`src/timer_pkg.sv`:
```
package timer_pkg;
  // channel count and counter width
  localparam int NUM_CH = 6;
  localparam int CNT_W = 16;
  // address fields: channel in bits 8:6, word index in bits 5:2
  localparam int CH_LSB = 6;
  localparam logic [3:0] OFF_CTRL = 4'h0;
  localparam logic [3:0] OFF_IO = 4'h1;
  localparam logic [3:0] OFF_IEN = 4'h2;
  localparam logic [3:0] OFF_STAT = 4'h3;
  localparam logic [3:0] OFF_CNT = 4'h4;
  localparam logic [3:0] OFF_GRA = 4'h5;
  localparam logic [3:0] OFF_LAST = 4'h8;
  localparam logic [11:0] START_ADDR = 12'h180;
  // counter limits
  localparam logic [15:0] CNT_ZERO = 16'h0000;
  localparam logic [15:0] CNT_MAX = 16'hffff;
  // prescaler sources
  localparam logic [2:0] PSC_DIV1 = 3'h0;
  localparam logic [2:0] PSC_DIV4 = 3'h1;
  localparam logic [2:0] PSC_DIV16 = 3'h2;
  localparam logic [2:0] PSC_DIV64 = 3'h3;
  localparam logic [2:0] PSC_EXT_A = 3'h4;
  localparam logic [2:0] PSC_EXT_B = 3'h5;
  localparam logic [2:0] PSC_EXT_C = 3'h6;
  localparam logic [2:0] PSC_CASCADE = 3'h7;
  localparam logic [5:0] DIV4_MASK = 6'h03;
  localparam logic [5:0] DIV16_MASK = 6'h0f;
  localparam logic [5:0] DIV64_MASK = 6'h3f;
  // clear sources: CLR_A plus register index
  localparam logic [2:0] CLR_A = 3'h1;
  localparam logic [2:0] CLR_D = 3'h4;
  // channel modes; bit 2 set means quadrature, low bits pick the sub-mode
  localparam logic [2:0] MODE_PWM1 = 3'h2;
  localparam logic [2:0] MODE_PWM2 = 3'h3;
  localparam int MODE_QUAD_BIT = 2;
  localparam logic [1:0] QUAD_M1 = 2'h0;
  localparam logic [1:0] QUAD_M2 = 2'h1;
  localparam logic [1:0] QUAD_M3 = 2'h2;
  // compare actions and capture edges
  localparam logic [1:0] ACT_NONE = 2'h0;
  localparam logic [1:0] ACT_LOW = 2'h1;
  localparam logic [1:0] ACT_HIGH = 2'h2;
  localparam logic [1:0] EDGE_RISE = 2'h1;
  localparam logic [1:0] EDGE_FALL = 2'h2;
  // status and enable bit positions (0..3 are registers a..d)
  localparam int ST_OV = 4;
  localparam int ST_UN = 5;
  localparam int ST_DIR = 6;
  // channel capabilities, one bit per channel
  localparam logic [5:0] QUAD_CH = 6'h36;
  localparam logic [5:0] BUF_CH = 6'h09;
  localparam logic [5:0] UPPER_CH = 6'h12;
  // timer_control_reg layout
  typedef struct packed {
    logic buf_b;
    logic buf_a;
    logic [2:0] mode;
    logic [2:0] clear_source_select;
    logic clock_edge_select_hi;
    logic clock_edge_select_lo;
    logic [2:0] prescaler_select;
  } ctrl_t;
  // one nibble of pin_io_control_reg
  typedef struct packed {
    logic capture;
    logic init_level;
    logic [1:0] act;
  } io_t;
  // external clock pins
  typedef struct packed {
    logic d;
    logic c;
    logic b;
    logic a;
  } ext_clk_t;
  // reset values
  localparam ctrl_t CTRL_RESET = '0;
  localparam logic [15:0] IO_RESET = 16'h0000;
  localparam logic [5:0] FLAG_RESET = 6'h00;
  localparam logic DIR_RESET = 1'b1;
endpackage

```
`src/quad_decoder.sv`:
```
module quad_decoder
  import timer_pkg::*;
(
  // clock and reset
  input wire logic clock,
  input wire logic rst_n,
  // phase inputs and sub-mode
  input wire logic phase_a,
  input wire logic phase_b,
  input wire logic [1:0] sub_mode,
  // count steps
  output logic step_up,
  output logic step_dn
);
  logic prev_a;
  logic prev_b;
  logic a_r, a_f, b_r, b_f;

  // previous phase levels for edge detection
  always_ff @(posedge clock or negedge rst_n) begin
    if (!rst_n) begin
      prev_a <= 1'b0;
      prev_b <= 1'b0;
    end else begin
      prev_a <= phase_a;
      prev_b <= phase_b;
    end
  end

  // four sub-modes, each with its own edge and level conditions
  always_comb begin
    a_r = phase_a & ~prev_a;
    a_f = ~phase_a & prev_a;
    b_r = phase_b & ~prev_b;
    b_f = ~phase_b & prev_b;
    case (sub_mode)
      QUAD_M1: begin
        step_up = (b_r & phase_a) | (b_f & ~phase_a) | (a_r & ~phase_b) | (a_f & phase_b);
        step_dn = (b_f & phase_a) | (b_r & ~phase_a) | (a_r & phase_b) | (a_f & ~phase_b);
      end
      QUAD_M2: begin
        step_up = a_f & phase_b;
        step_dn = a_f & ~phase_b;
      end
      QUAD_M3: begin
        step_up = a_f & phase_b;
        step_dn = b_f & phase_a;
      end
      default: begin
        step_up = (b_r & phase_a) | (b_f & ~phase_a);
        step_dn = (b_f & phase_a) | (b_r & ~phase_a);
      end
    endcase
  end
endmodule

```
`src/timer_unit.sv`:
```
// Overview of operation
// - channels 0 and 3 may buffer register a through c and b through d.
// - buffered compare match copies the buffer into its general register.
// - buffered capture loads the count and moves the old value to the buffer.
// - channels 1 over 2 and 4 over 5 cascade into one 32-bit counter.
// - cascade prescaler choice makes the upper count only on lower wrap events.
// - the lower half underflows only when it counts in quadrature mode.
// - quadrature mode on channel 1 or 4 overrides its cascade selection.
// - cascaded upper increments on lower overflow and decrements on lower underflow.
// - pwm matches set low, high or toggle; duty spans 0 to 100 percent.
// - pwm mode per channel; the clearing register sets the period.
// - pwm mode 1 drives pins a and c from pairs a/b and c/d.
// - pwm mode 1 initial level comes from the a or c setting.
// - pwm mode 1 equal pair values leave the output unchanged.
// - pwm mode 1 gives at most eight outputs over all channels.
// - pwm mode 2 cycle register has no output; clear restores initial levels.
// - pwm mode 2 duty equal to cycle leaves that output unchanged.
// - pwm mode 2 gives at most ten outputs over all channels.
// - channels 1, 2, 4 and 5 can count up and down from two phases.
// - quadrature ignores prescaler and edge choice; clear, capture, compare still work.
// - quadrature wrap sets overflow counting up and underflow counting down.
// - a readable flag shows the current counting direction.
// - channels 1 and 5 use clock pins a/b, channels 2 and 4 use c/d.
// - four quadrature sub-modes with distinct count conditions.
// - a set flag with its enable requests an interrupt until cleared.
// - counting up wraps from maximum to zero and continues.
module timer_unit
  import timer_pkg::*;
(
  // clock and reset
  input wire logic clock,
  input wire logic rst_n,
  // apb slave
  input wire logic [11:0] paddr,
  input wire logic psel,
  input wire logic penable,
  input wire logic pwrite,
  input wire logic [31:0] pwdata,
  output logic [31:0] prdata,
  output logic pready,
  output logic pslverr,
  // external count clocks and quadrature phases
  input wire ext_clk_t ext_clock_in,
  // capture/compare pins, index is channel then register a..d
  input wire logic [NUM_CH-1:0][3:0] match_pin_in,
  output logic [NUM_CH-1:0][3:0] match_pin_out,
  output logic [NUM_CH-1:0][3:0] match_pin_oe,
  // per-channel interrupt requests
  output logic [NUM_CH-1:0] irq_req
);
  logic rst_meta;
  logic rst_sync_n;
  logic wr_en;
  logic [2:0] wr_ch;
  logic [3:0] wr_off;
  logic [31:0] rd_val;
  logic [5:0] psc_cnt;
  ext_clk_t ext_prev;
  logic [3:0] ext_rise;
  logic [3:0] ext_fall;
  logic [NUM_CH-1:0] start;
  ctrl_t ctrl [NUM_CH];
  io_t [3:0] io [NUM_CH];
  logic [5:0] ien [NUM_CH];
  logic [5:0] flag [NUM_CH];
  logic dir [NUM_CH];
  logic [15:0] cnt [NUM_CH];
  logic [15:0] gr [NUM_CH][4];
  logic [3:0] pin_lvl [NUM_CH];
  logic [3:0] pin_en [NUM_CH];
  logic ov_ev [NUM_CH];
  logic un_ev [NUM_CH];

  // legal register address: word aligned inside a channel, or the start register
  function automatic logic addr_ok(input logic [11:0] a);
    addr_ok = (a == START_ADDR) || ((a[11:CH_LSB] < 6'(NUM_CH)) && (a[5:2] <= OFF_LAST) && (a[1:0] == 2'b00));
  endfunction

  // one compare action applied to the current pin level
  function automatic logic apply_act(input logic cur, input logic [1:0] act);
    case (act)
      ACT_NONE: apply_act = cur;
      ACT_LOW: apply_act = 1'b0;
      ACT_HIGH: apply_act = 1'b1;
      default: apply_act = ~cur;
    endcase
  endfunction

  // reset release through two flip-flops
  always_ff @(posedge clock or negedge rst_n) begin
    if (!rst_n) begin
      rst_meta <= 1'b0;
      rst_sync_n <= 1'b0;
    end else begin
      rst_meta <= 1'b1;
      rst_sync_n <= rst_meta;
    end
  end

  // apb decode; zero wait states, error on unmapped addresses
  assign wr_en = psel && penable && pwrite && addr_ok(paddr);
  assign wr_ch = paddr[8:6];
  assign wr_off = paddr[5:2];
  assign pready = 1'b1;
  assign pslverr = psel && penable && !addr_ok(paddr);

  // read multiplexer
  always_comb begin
    rd_val = 32'h0000_0000;
    if (paddr == START_ADDR) begin
      rd_val[5:0] = start;
    end else if (addr_ok(paddr)) begin
      case (wr_off)
        OFF_CTRL: rd_val[12:0] = ctrl[wr_ch];
        OFF_IO: rd_val[15:0] = io[wr_ch];
        OFF_IEN: rd_val[5:0] = ien[wr_ch];
        OFF_STAT: rd_val[6:0] = {dir[wr_ch], flag[wr_ch]};
        OFF_CNT: rd_val[15:0] = cnt[wr_ch];
        default: rd_val[15:0] = gr[wr_ch][2'(wr_off - OFF_GRA)];
      endcase
    end
  end

  // read data captured in the setup cycle, held through the access phase
  always_ff @(posedge clock or negedge rst_sync_n) begin
    if (!rst_sync_n) begin
      prdata <= 32'h0000_0000;
    end else if (psel && !penable) begin
      prdata <= rd_val;
    end
  end

  // count start register
  always_ff @(posedge clock or negedge rst_sync_n) begin
    if (!rst_sync_n) begin
      start <= 6'h00;
    end else if (wr_en && paddr == START_ADDR) begin
      start <= pwdata[5:0];
    end
  end

  // internal prescaler and external clock edge detection
  always_ff @(posedge clock or negedge rst_sync_n) begin
    if (!rst_sync_n) begin
      psc_cnt <= 6'h00;
      ext_prev <= '0;
    end else begin
      psc_cnt <= psc_cnt + 6'h01;
      ext_prev <= ext_clock_in;
    end
  end
  assign ext_rise = ext_clock_in & ~ext_prev;
  assign ext_fall = ~ext_clock_in & ext_prev;

  // pins and interrupt requests gathered onto the ports
  always_comb begin
    for (int k = 0; k < NUM_CH; k++) begin
      match_pin_out[k] = pin_lvl[k];
      match_pin_oe[k] = pin_en[k];
      irq_req[k] = |(flag[k] & ien[k]);
    end
  end

  for (genvar i = 0; i < NUM_CH; i++) begin : g_ch
    localparam logic HAS_CD = BUF_CH[i];
    localparam logic IS_UPPER = UPPER_CH[i];
    localparam logic CAN_QUAD = QUAD_CH[i];
    localparam int LO = (i + 1) % NUM_CH;
    logic sw, quad, casc, base_tick, up, dn, tick, clear, cyc_ok, q_up, q_dn;
    logic [1:0] bufd;
    logic [1:0] cyc;
    logic [3:0] match, cap, hit, pin_prev, valid, ext_pick;
    logic [15:0] next_cnt;

    assign sw = wr_en && (wr_ch == 3'(i));
    assign valid = HAS_CD ? 4'hf : 4'h3;
    assign bufd = {ctrl[i].buf_b, ctrl[i].buf_a} & {2{HAS_CD}};

    // channels 1 and 5 use pins a/b, channels 2 and 4 use pins c/d
    quad_decoder u_quad (
      .clock(clock),
      .rst_n(rst_sync_n),
      .phase_a((i == 1 || i == 5) ? ext_clock_in.a : ext_clock_in.c),
      .phase_b((i == 1 || i == 5) ? ext_clock_in.b : ext_clock_in.d),
      .sub_mode(ctrl[i].mode[1:0]),
      .step_up(q_up),
      .step_dn(q_dn)
    );

    // count source selection, match, capture and clear decisions
    always_comb begin
      ext_pick = ctrl[i].clock_edge_select_hi ? (ext_rise | ext_fall) :
                 ctrl[i].clock_edge_select_lo ? ext_fall : ext_rise;
      case (ctrl[i].prescaler_select)
        PSC_DIV1: base_tick = 1'b1;
        PSC_DIV4: base_tick = (psc_cnt & DIV4_MASK) == DIV4_MASK;
        PSC_DIV16: base_tick = (psc_cnt & DIV16_MASK) == DIV16_MASK;
        PSC_DIV64: base_tick = (psc_cnt & DIV64_MASK) == DIV64_MASK;
        PSC_EXT_A: base_tick = ext_pick[0];
        PSC_EXT_B: base_tick = ext_pick[1];
        PSC_EXT_C: base_tick = ext_pick[2];
        default: base_tick = IS_UPPER ? 1'b0 : ext_pick[3];
      endcase
      quad = ctrl[i].mode[MODE_QUAD_BIT] && CAN_QUAD;
      casc = IS_UPPER && (ctrl[i].prescaler_select == PSC_CASCADE) && !quad;
      if (quad) begin
        up = start[i] && q_up;
        dn = start[i] && q_dn;
      end else if (casc) begin
        up = start[i] && ov_ev[LO];
        dn = start[i] && un_ev[LO];
      end else begin
        up = start[i] && base_tick;
        dn = 1'b0;
      end
      tick = up || dn;
      for (int x = 0; x < 4; x++) begin
        match[x] = valid[x] && tick && !io[i][x].capture && (cnt[i] == gr[i][x]);
        cap[x] = valid[x] && io[i][x].capture && (
                 (io[i][x].act[0] && match_pin_in[i][x] && !pin_prev[x]) ||
                 (io[i][x].act[1] && !match_pin_in[i][x] && pin_prev[x]));
      end
      hit = match | cap;
      cyc_ok = (ctrl[i].clear_source_select >= CLR_A) && (ctrl[i].clear_source_select <= CLR_D);
      cyc = 2'(ctrl[i].clear_source_select - CLR_A);
      clear = cyc_ok && hit[cyc];
      if (sw && wr_off == OFF_CNT) begin
        next_cnt = pwdata[15:0];
      end else if (clear) begin
        next_cnt = CNT_ZERO;
      end else if (up) begin
        next_cnt = cnt[i] + 16'h0001;
      end else if (dn) begin
        next_cnt = cnt[i] - 16'h0001;
      end else begin
        next_cnt = cnt[i];
      end
    end
    assign ov_ev[i] = up && (cnt[i] == CNT_MAX);
    assign un_ev[i] = dn && (cnt[i] == CNT_ZERO);

    // pin output enables per mode
    always_comb begin
      for (int x = 0; x < 4; x++) begin
        case (ctrl[i].mode)
          MODE_PWM1: pin_en[i][x] = valid[x] && !io[i][x].capture && (x % 2 == 0);
          MODE_PWM2: pin_en[i][x] = valid[x] && !io[i][x].capture && !(cyc_ok && cyc == 2'(x));
          default: pin_en[i][x] = valid[x] && !io[i][x].capture && (io[i][x].act != ACT_NONE);
        endcase
      end
    end

    // configuration registers
    always_ff @(posedge clock or negedge rst_sync_n) begin
      if (!rst_sync_n) begin
        ctrl[i] <= CTRL_RESET;
        io[i] <= IO_RESET;
        ien[i] <= FLAG_RESET;
      end else if (sw) begin
        if (wr_off == OFF_CTRL) ctrl[i] <= ctrl_t'(pwdata[12:0]);
        if (wr_off == OFF_IO) io[i] <= pwdata[15:0];
        if (wr_off == OFF_IEN) ien[i] <= pwdata[5:0];
      end
    end

    // counter and capture pin history
    always_ff @(posedge clock or negedge rst_sync_n) begin
      if (!rst_sync_n) begin
        cnt[i] <= CNT_ZERO;
        pin_prev <= 4'h0;
      end else begin
        cnt[i] <= next_cnt;
        pin_prev <= match_pin_in[i];
      end
    end

    // general registers with same-cycle buffer transfers
    always_ff @(posedge clock or negedge rst_sync_n) begin
      if (!rst_sync_n) begin
        for (int x = 0; x < 4; x++) gr[i][x] <= CNT_ZERO;
      end else begin
        for (int x = 0; x < 4; x++) begin
          if (sw && valid[x] && wr_off == OFF_GRA + 4'(x)) begin
            gr[i][x] <= pwdata[15:0];
          end else if (cap[x]) begin
            gr[i][x] <= cnt[i];
          end else if (x >= 2 && bufd[x % 2] && cap[x - 2]) begin
            gr[i][x] <= gr[i][(x + 2) % 4];
          end else if (x < 2 && bufd[x % 2] && match[x]) begin
            gr[i][x] <= gr[i][(x + 2) % 4];
          end
        end
      end
    end

    // status flags: hardware set wins over a write-one clear
    always_ff @(posedge clock or negedge rst_sync_n) begin
      if (!rst_sync_n) begin
        flag[i] <= FLAG_RESET;
        dir[i] <= DIR_RESET;
      end else begin
        flag[i] <= (flag[i] & ~((sw && wr_off == OFF_STAT) ? pwdata[5:0] : 6'h00)) |
                   {un_ev[i], ov_ev[i], hit};
        if (up) dir[i] <= 1'b1;
        else if (dn) dir[i] <= 1'b0;
      end
    end

    // pin levels for normal, pwm mode 1 and pwm mode 2
    always_ff @(posedge clock or negedge rst_sync_n) begin
      if (!rst_sync_n) begin
        pin_lvl[i] <= 4'h0;
      end else if (!start[i]) begin
        for (int x = 0; x < 4; x++) pin_lvl[i][x] <= io[i][x].init_level;
      end else begin
        case (ctrl[i].mode)
          MODE_PWM1: begin
            for (int p = 0; p < 4; p += 2) begin
              if (gr[i][p] != gr[i][p + 1]) begin
                if (match[p]) pin_lvl[i][p] <= apply_act(pin_lvl[i][p], io[i][p].act);
                else if (match[p + 1]) pin_lvl[i][p] <= apply_act(pin_lvl[i][p], io[i][p + 1].act);
              end
            end
          end
          MODE_PWM2: begin
            for (int x = 0; x < 4; x++) begin
              if (!cyc_ok || gr[i][x] != gr[i][cyc]) begin
                if (clear && match[cyc]) pin_lvl[i][x] <= io[i][x].init_level;
                else if (match[x] && !(cyc_ok && cyc == 2'(x)))
                  pin_lvl[i][x] <= apply_act(pin_lvl[i][x], io[i][x].act);
              end
            end
          end
          default: begin
            for (int x = 0; x < 4; x++) begin
              if (match[x]) pin_lvl[i][x] <= apply_act(pin_lvl[i][x], io[i][x].act);
            end
          end
        endcase
      end
    end

    property p_buf_cmp;
      @(posedge clock) disable iff (!rst_sync_n)
      (match[0] && bufd[0] && !sw) |=> gr[i][0] == $past(gr[i][2]);
    endproperty
    a_buf_cmp: assert property (p_buf_cmp)
      else $error("buffered compare did not reload register a");

    property p_buf_cap;
      @(posedge clock) disable iff (!rst_sync_n)
      (cap[0] && bufd[0] && !sw) |=> (gr[i][0] == $past(cnt[i])) && (gr[i][2] == $past(gr[i][0]));
    endproperty
    a_buf_cap: assert property (p_buf_cap)
      else $error("buffered capture did not shift values");

    property p_ovf;
      @(posedge clock) disable iff (!rst_sync_n)
      (up && cnt[i] == CNT_MAX && !clear && !sw) |=> (cnt[i] == CNT_ZERO) && flag[i][ST_OV];
    endproperty
    a_ovf: assert property (p_ovf)
      else $error("overflow did not wrap to zero with flag");

    property p_unf;
      @(posedge clock) disable iff (!rst_sync_n)
      (dn && cnt[i] == CNT_ZERO && !clear && !sw) |=> (cnt[i] == CNT_MAX) && flag[i][ST_UN];
    endproperty
    a_unf: assert property (p_unf)
      else $error("underflow did not wrap with flag");

    property p_casc;
      @(posedge clock) disable iff (!rst_sync_n)
      (casc && !ov_ev[LO] && !un_ev[LO] && !clear && !sw) |=> $stable(cnt[i]);
    endproperty
    a_casc: assert property (p_casc)
      else $error("cascaded upper moved without lower wrap");

    property p_dir;
      @(posedge clock) disable iff (!rst_sync_n)
      (up || dn) |=> dir[i] == $past(up);
    endproperty
    a_dir: assert property (p_dir)
      else $error("direction flag wrong after count");

    property p_irq;
      @(posedge clock) disable iff (!rst_sync_n)
      (ov_ev[i] && ien[i][ST_OV] && !sw) |=> irq_req[i];
    endproperty
    a_irq: assert property (p_irq)
      else $error("enabled overflow raised no request");

    property p_pwm1_same;
      @(posedge clock) disable iff (!rst_sync_n)
      (start[i] && ctrl[i].mode == MODE_PWM1 && gr[i][0] == gr[i][1] && !sw) |=> $stable(pin_lvl[i][0]);
    endproperty
    a_pwm1_same: assert property (p_pwm1_same)
      else $error("pwm1 output changed with equal pair");
  end
endmodule
```
`config.mk`:
```
export PLATFORM = sky130hd
export DESIGN_NAME = timer_unit
export DESIGN_NICKNAME = d
export VERILOG_FILES = /design/src/timer_pkg.sv /design/src/quad_decoder.sv /design/src/timer_unit.sv
export SDC_FILE = /design/constraint.sdc
export NUM_CORES = 2
export LEC_CHECK = 0
export ABC_AREA = 0
export BUFFER_PORTS_ARGS = -buffer_cell sky130_fd_sc_hd__clkbuf_2
export CORE_ASPECT_RATIO = 1.4
export CORE_MARGIN = 5
export CORE_UTILIZATION = 25
export CTS_CLUSTER_SIZE = 10
export DETAILED_ROUTE_END_ITERATION = 10
export PLACE_DENSITY = 0.43
export RECOVER_POWER = 100
export SETUP_SLACK_MARGIN = 0.1
export SLEW_MARGIN = 20
export SYNTH_ARGS = -nofsm -noshare
export SYNTH_HDL_FRONTEND = slang
export SYNTH_SLANG_ARGS = --single-unit
```
`constraint.sdc`:
```
create_clock -name clock -period 37.2 [get_ports clock]
set_input_delay 9.3 -clock clock [delete_from_list [all_inputs] [get_ports clock]]
set_output_delay 9.3 -clock clock [all_outputs]
set_load 0.1 [all_outputs]
```
==> metrics.md <==
| Metric | Value |
|---|---|
| Cts hold-fix bufs | `0` |
| Die height | `~550 um` |
| TNS Setup | `0 ps` |
| Final period demand of the worst path | `roughly 25000 ps` |
| CTS tree | `yes` |
| Design Power | `1830 uW` |
| Setup crit end | `pslverr` |
| Worst setup SP type | `input port` |
| Synth Cell Area | `about 52000 um2` |
| Critical path required time | `roughly 28000 ps` |
| P per Cell Area | `around 32 nW/um2` |
| Kind of critical path | `input port to primary output` |
| Fraction of registers with async set/reset | `between 90% and 100%` |
| I/O Buffers | `~120` |
| Share of layout cells above drive strength 1 | `12.5%` |
| Top-area cell type share of the netlist area | `32.5%` |
| Synth Area in Adders | `under 10%` |
| Worst r2r path cells | `3` |
| Crit path max-delay family | `buffers and inverters` |
| DRT iter0 DRCs | `4852` |
| Post_cts resized | `0` |
| Max_slew headroom | `-497%` |
| Synth Area in Simple Gates | `15.2%` |
| Setup Slack @ Placement | `15120 ps` |
| Hold Path Class | `flop to flop` |
| CP peak stage delay | `between 2000 and 2500 ps` |
| Core area | `206000 um2` |
| Bufs and invs on worst path | `4` |
| Max Slew Vio Count | `between 1000 and 1500` |
| Xor-xnor portion of the synthesized cell area | `approximately 8.9%` |
| Fmax | `between 0.03 and 0.04 GHz` |
| Compound-Gate Fraction of Synth Area | `about 17%` |
| Clk pin slew, worst setup/hold paths | `50 ps` |
| Seq/Total Area, Yosys | `between 30% and 40%` |
| IO Count | `between 150 and 200` |
| Routed len/inst | `32.1 um` |
| Register-to-Register Setup Slack | `around 22000 ps` |
| Area Growth Syn to Fin | `10.9%` |
| Max-Cap Viols | `32` |
| Syn_area_per_cell | `8.77 um2` |
| Primary FF master, synth | `dfrtp_1` |
| DP HPWL | `around 200000 um` |
| EDFF count, synth | `0` |
| CTS max path bufs | `3` |
| Cell mode on critical path | `clkbuf_1` |
| Worst r2r dst | `gr[143]` |
| Antenna-violating nets left | `0` |
| Worst VDD drop | `28.3 uV` |
| Top cells by count, synth | `672 x dfrtp_1, 644 x nand2_1, 493 x a21oi_1` |
| H-tree Lvls | `3` |
| Post-synthesis mux area share | `around 17%` |
| Lkg Pwr | `approximately 0.025 uW` |
| Reg2reg start | `rst_sync_n` |
| Clk Latency, worst-skew pair | `between 700 and 800 ps` |
| Final worst-path cycle share | `around two thirds` |
| Worst setup path startpoint | `paddr[2]` |
| Endpoints failing setup | `0` |
| Main combinational cell family by area after synthesis | `compound AO/OA/AOI/OAI gates` |
| Status | `finished, violations left` |
| Grt total ovfl | `0` |
| Clock Sinks | `between 600 and 700` |
| Largest net degree at the start of global routing | `approximately 150` |
| Initial antenna violation count | `40` |
| Area leader, netlist | `dfrtp_1` |
| Slowest-stage cell, CP | `a2111oi_0` |
| Count leader, synth | `dfrtp_1` |
| CP Capture Type | `primary output` |
| Netlist cell types | `104` |
| WP depth | `9` |
| Routed wire length | `about 270000 um` |
| RSZ-0062 raised after global routing | `no` |
| Area contributors post-synth | `dfrtp_1 32%, mux2i_1 6.0%, mux4_2 5.8%` |
| Yosys warnings | `0` |
| Via count | `47900` |
| Number of global-route vias before repair | `about 47000` |
| Clock Tree Root | `clkbuf_16` |
| Crit path max fanout | `45` |
| Initial Util | `25.1%` |
| Row cnt | `between 150 and 200` |
| Die area | `between 200000 and 250000 um2` |
| Synth Register Bits | `a little under 700` |
| Iteration count of the initial detailed-routing pass | `5` |
| Horiz. Die Dim | `~390 um` |
| GPL Wtd Cong | `just under 1` |
| Tightest Pin Transition | `between 8000 and 9000 ps` |
| Final hold violations | `0` |
| Clk_skew | `between 30 and 40 ps` |
| Critical path cell sequence | `clkbuf_2, clkbuf_1, inv_1, ha_1, nand2b_1, a2111oi_0, nor2_1, and3_1, clkbuf_1` |
| GRT Overall Usage | `around a quarter` |
| Arrival @ worst endpoint | `~16000 ps` |
| Synthesized instance count | `roughly 5900` |
| DRC | `0` |
| CTS buffer count | `89` |
| First-pass GRT wire length | `377000 um` |
| Nets@finish | `a little under 6000` |
| Failing checks | `max-capacitance violations, max-slew violations` |
| Final worst slack | `~12000 ps` |
| Routed vias/inst | `between 5 and 6` |
| Setup Buffers After CTS | `0` |
worst min-delay path by stage:
stage | depth (start not counted) | startpoint | endpoint
after floorplan | 0 | rst_meta | rst_sync_n
after global placement | 0 | rst_meta | rst_sync_n
after detailed placement | 0 | rst_meta | rst_sync_n
after CTS | 0 | rst_meta | rst_sync_n
after global routing | 0 | rst_meta | rst_sync_n
final | 0 | rst_meta | rst_sync_n
stage by stage:
stage          util, %  cell area [um2]  hold WS (ps)  std cells
2_1_floorplan        -            51800           331       5925
3_3_place_gp      26.6            54800           339       8312
3_5_place_dp      26.6            54800           354       8312
4_1_cts           28.1            57800           367       8472
5_1_grt           27.9            57400           382       8474
6_report          27.9            57400           358       8485
routing by layer:
metal	track usage, %	part of all wire (%)	vias up
li1	-	-	20600
met1	28.4	38	24200
met2	41.3	48	2308
met3	4.03	6.6	758
met4	15.2	7.5	10
met5	0	0.021	-
placed cells by master (no fill, tap or decap), types with 39 or more instances in the layout:
cell / Yosys / routed
mux2i_1: 309 / 309
a22oi_1: 40 / 40
nor4_1: 107 / 110
xor2_1: 297 / 297
nor3_1: 92 / 92
a21oi_1: 493 / 489
o21ai_0: 389 / 393
clkbuf_1: 418 / 140
buf_4: 30 / 141
nand3_1: 76 / 76
xnor2_1: 229 / 229
nor2_1: 453 / 449
mux2_2: 229 / 229
nand2b_1: 51 / 51
nand2_1: 644 / 645
dfrtp_1: 672 / 670
nand4_1: 88 / 88
and3_1: 39 / 39
a2bb2oi_1: 49 / 49
clkbuf_16: 0 / 93
mux4_2: 133 / 133
inv_1: 179 / 179
ha_1: 131 / 130
o22ai_1: 46 / 46
flip-flops by register name (all words and copies together), names as in the netlist, 2 cells and up:
register and count:
g_ch.pin_prev 16, io 96, ien 36, dir 4
gr 256, psc_cnt 6, start 6, g_ch.u_quad.prev_a 2
g_ch.u_quad.prev_b 2, prdata 16, match_pin_out 24, cnt 96
ctrl 78, flag 36
where the power goes:
part / total [uW] / switching, uW / internal [uW]
clock network: 910 / 382 / 528
logic: 175 / 129 / 46.5
registers: 747 / 7.35 / 739
total: 1830 / 518 / 1310
final cells by class:
type                    instances  area, um2
flip-flops and latches        676      16900
clock inverters                24        324
well taps                    2686       3360
inverters                     182        683
clock buffers                 136       2630
fillers                     21900     148000
repair buffers                287       1680
multi-input cells            4481      31700
diodes                         13       32.5
logic make-up (layout without fill, tap and decap cells):
group	after synthesis	after routing
muxes	672	672
buffers and inverters	768	629
AOI/OAI and AO/OA	1416	1416
and+or+nand+nor	1706	1706
adders and majority gates	135	135
other	2	39
DFF	676	676
xor gates and xnor gates	526	526
No activity file was read; power rests on OpenSTA's default activity.
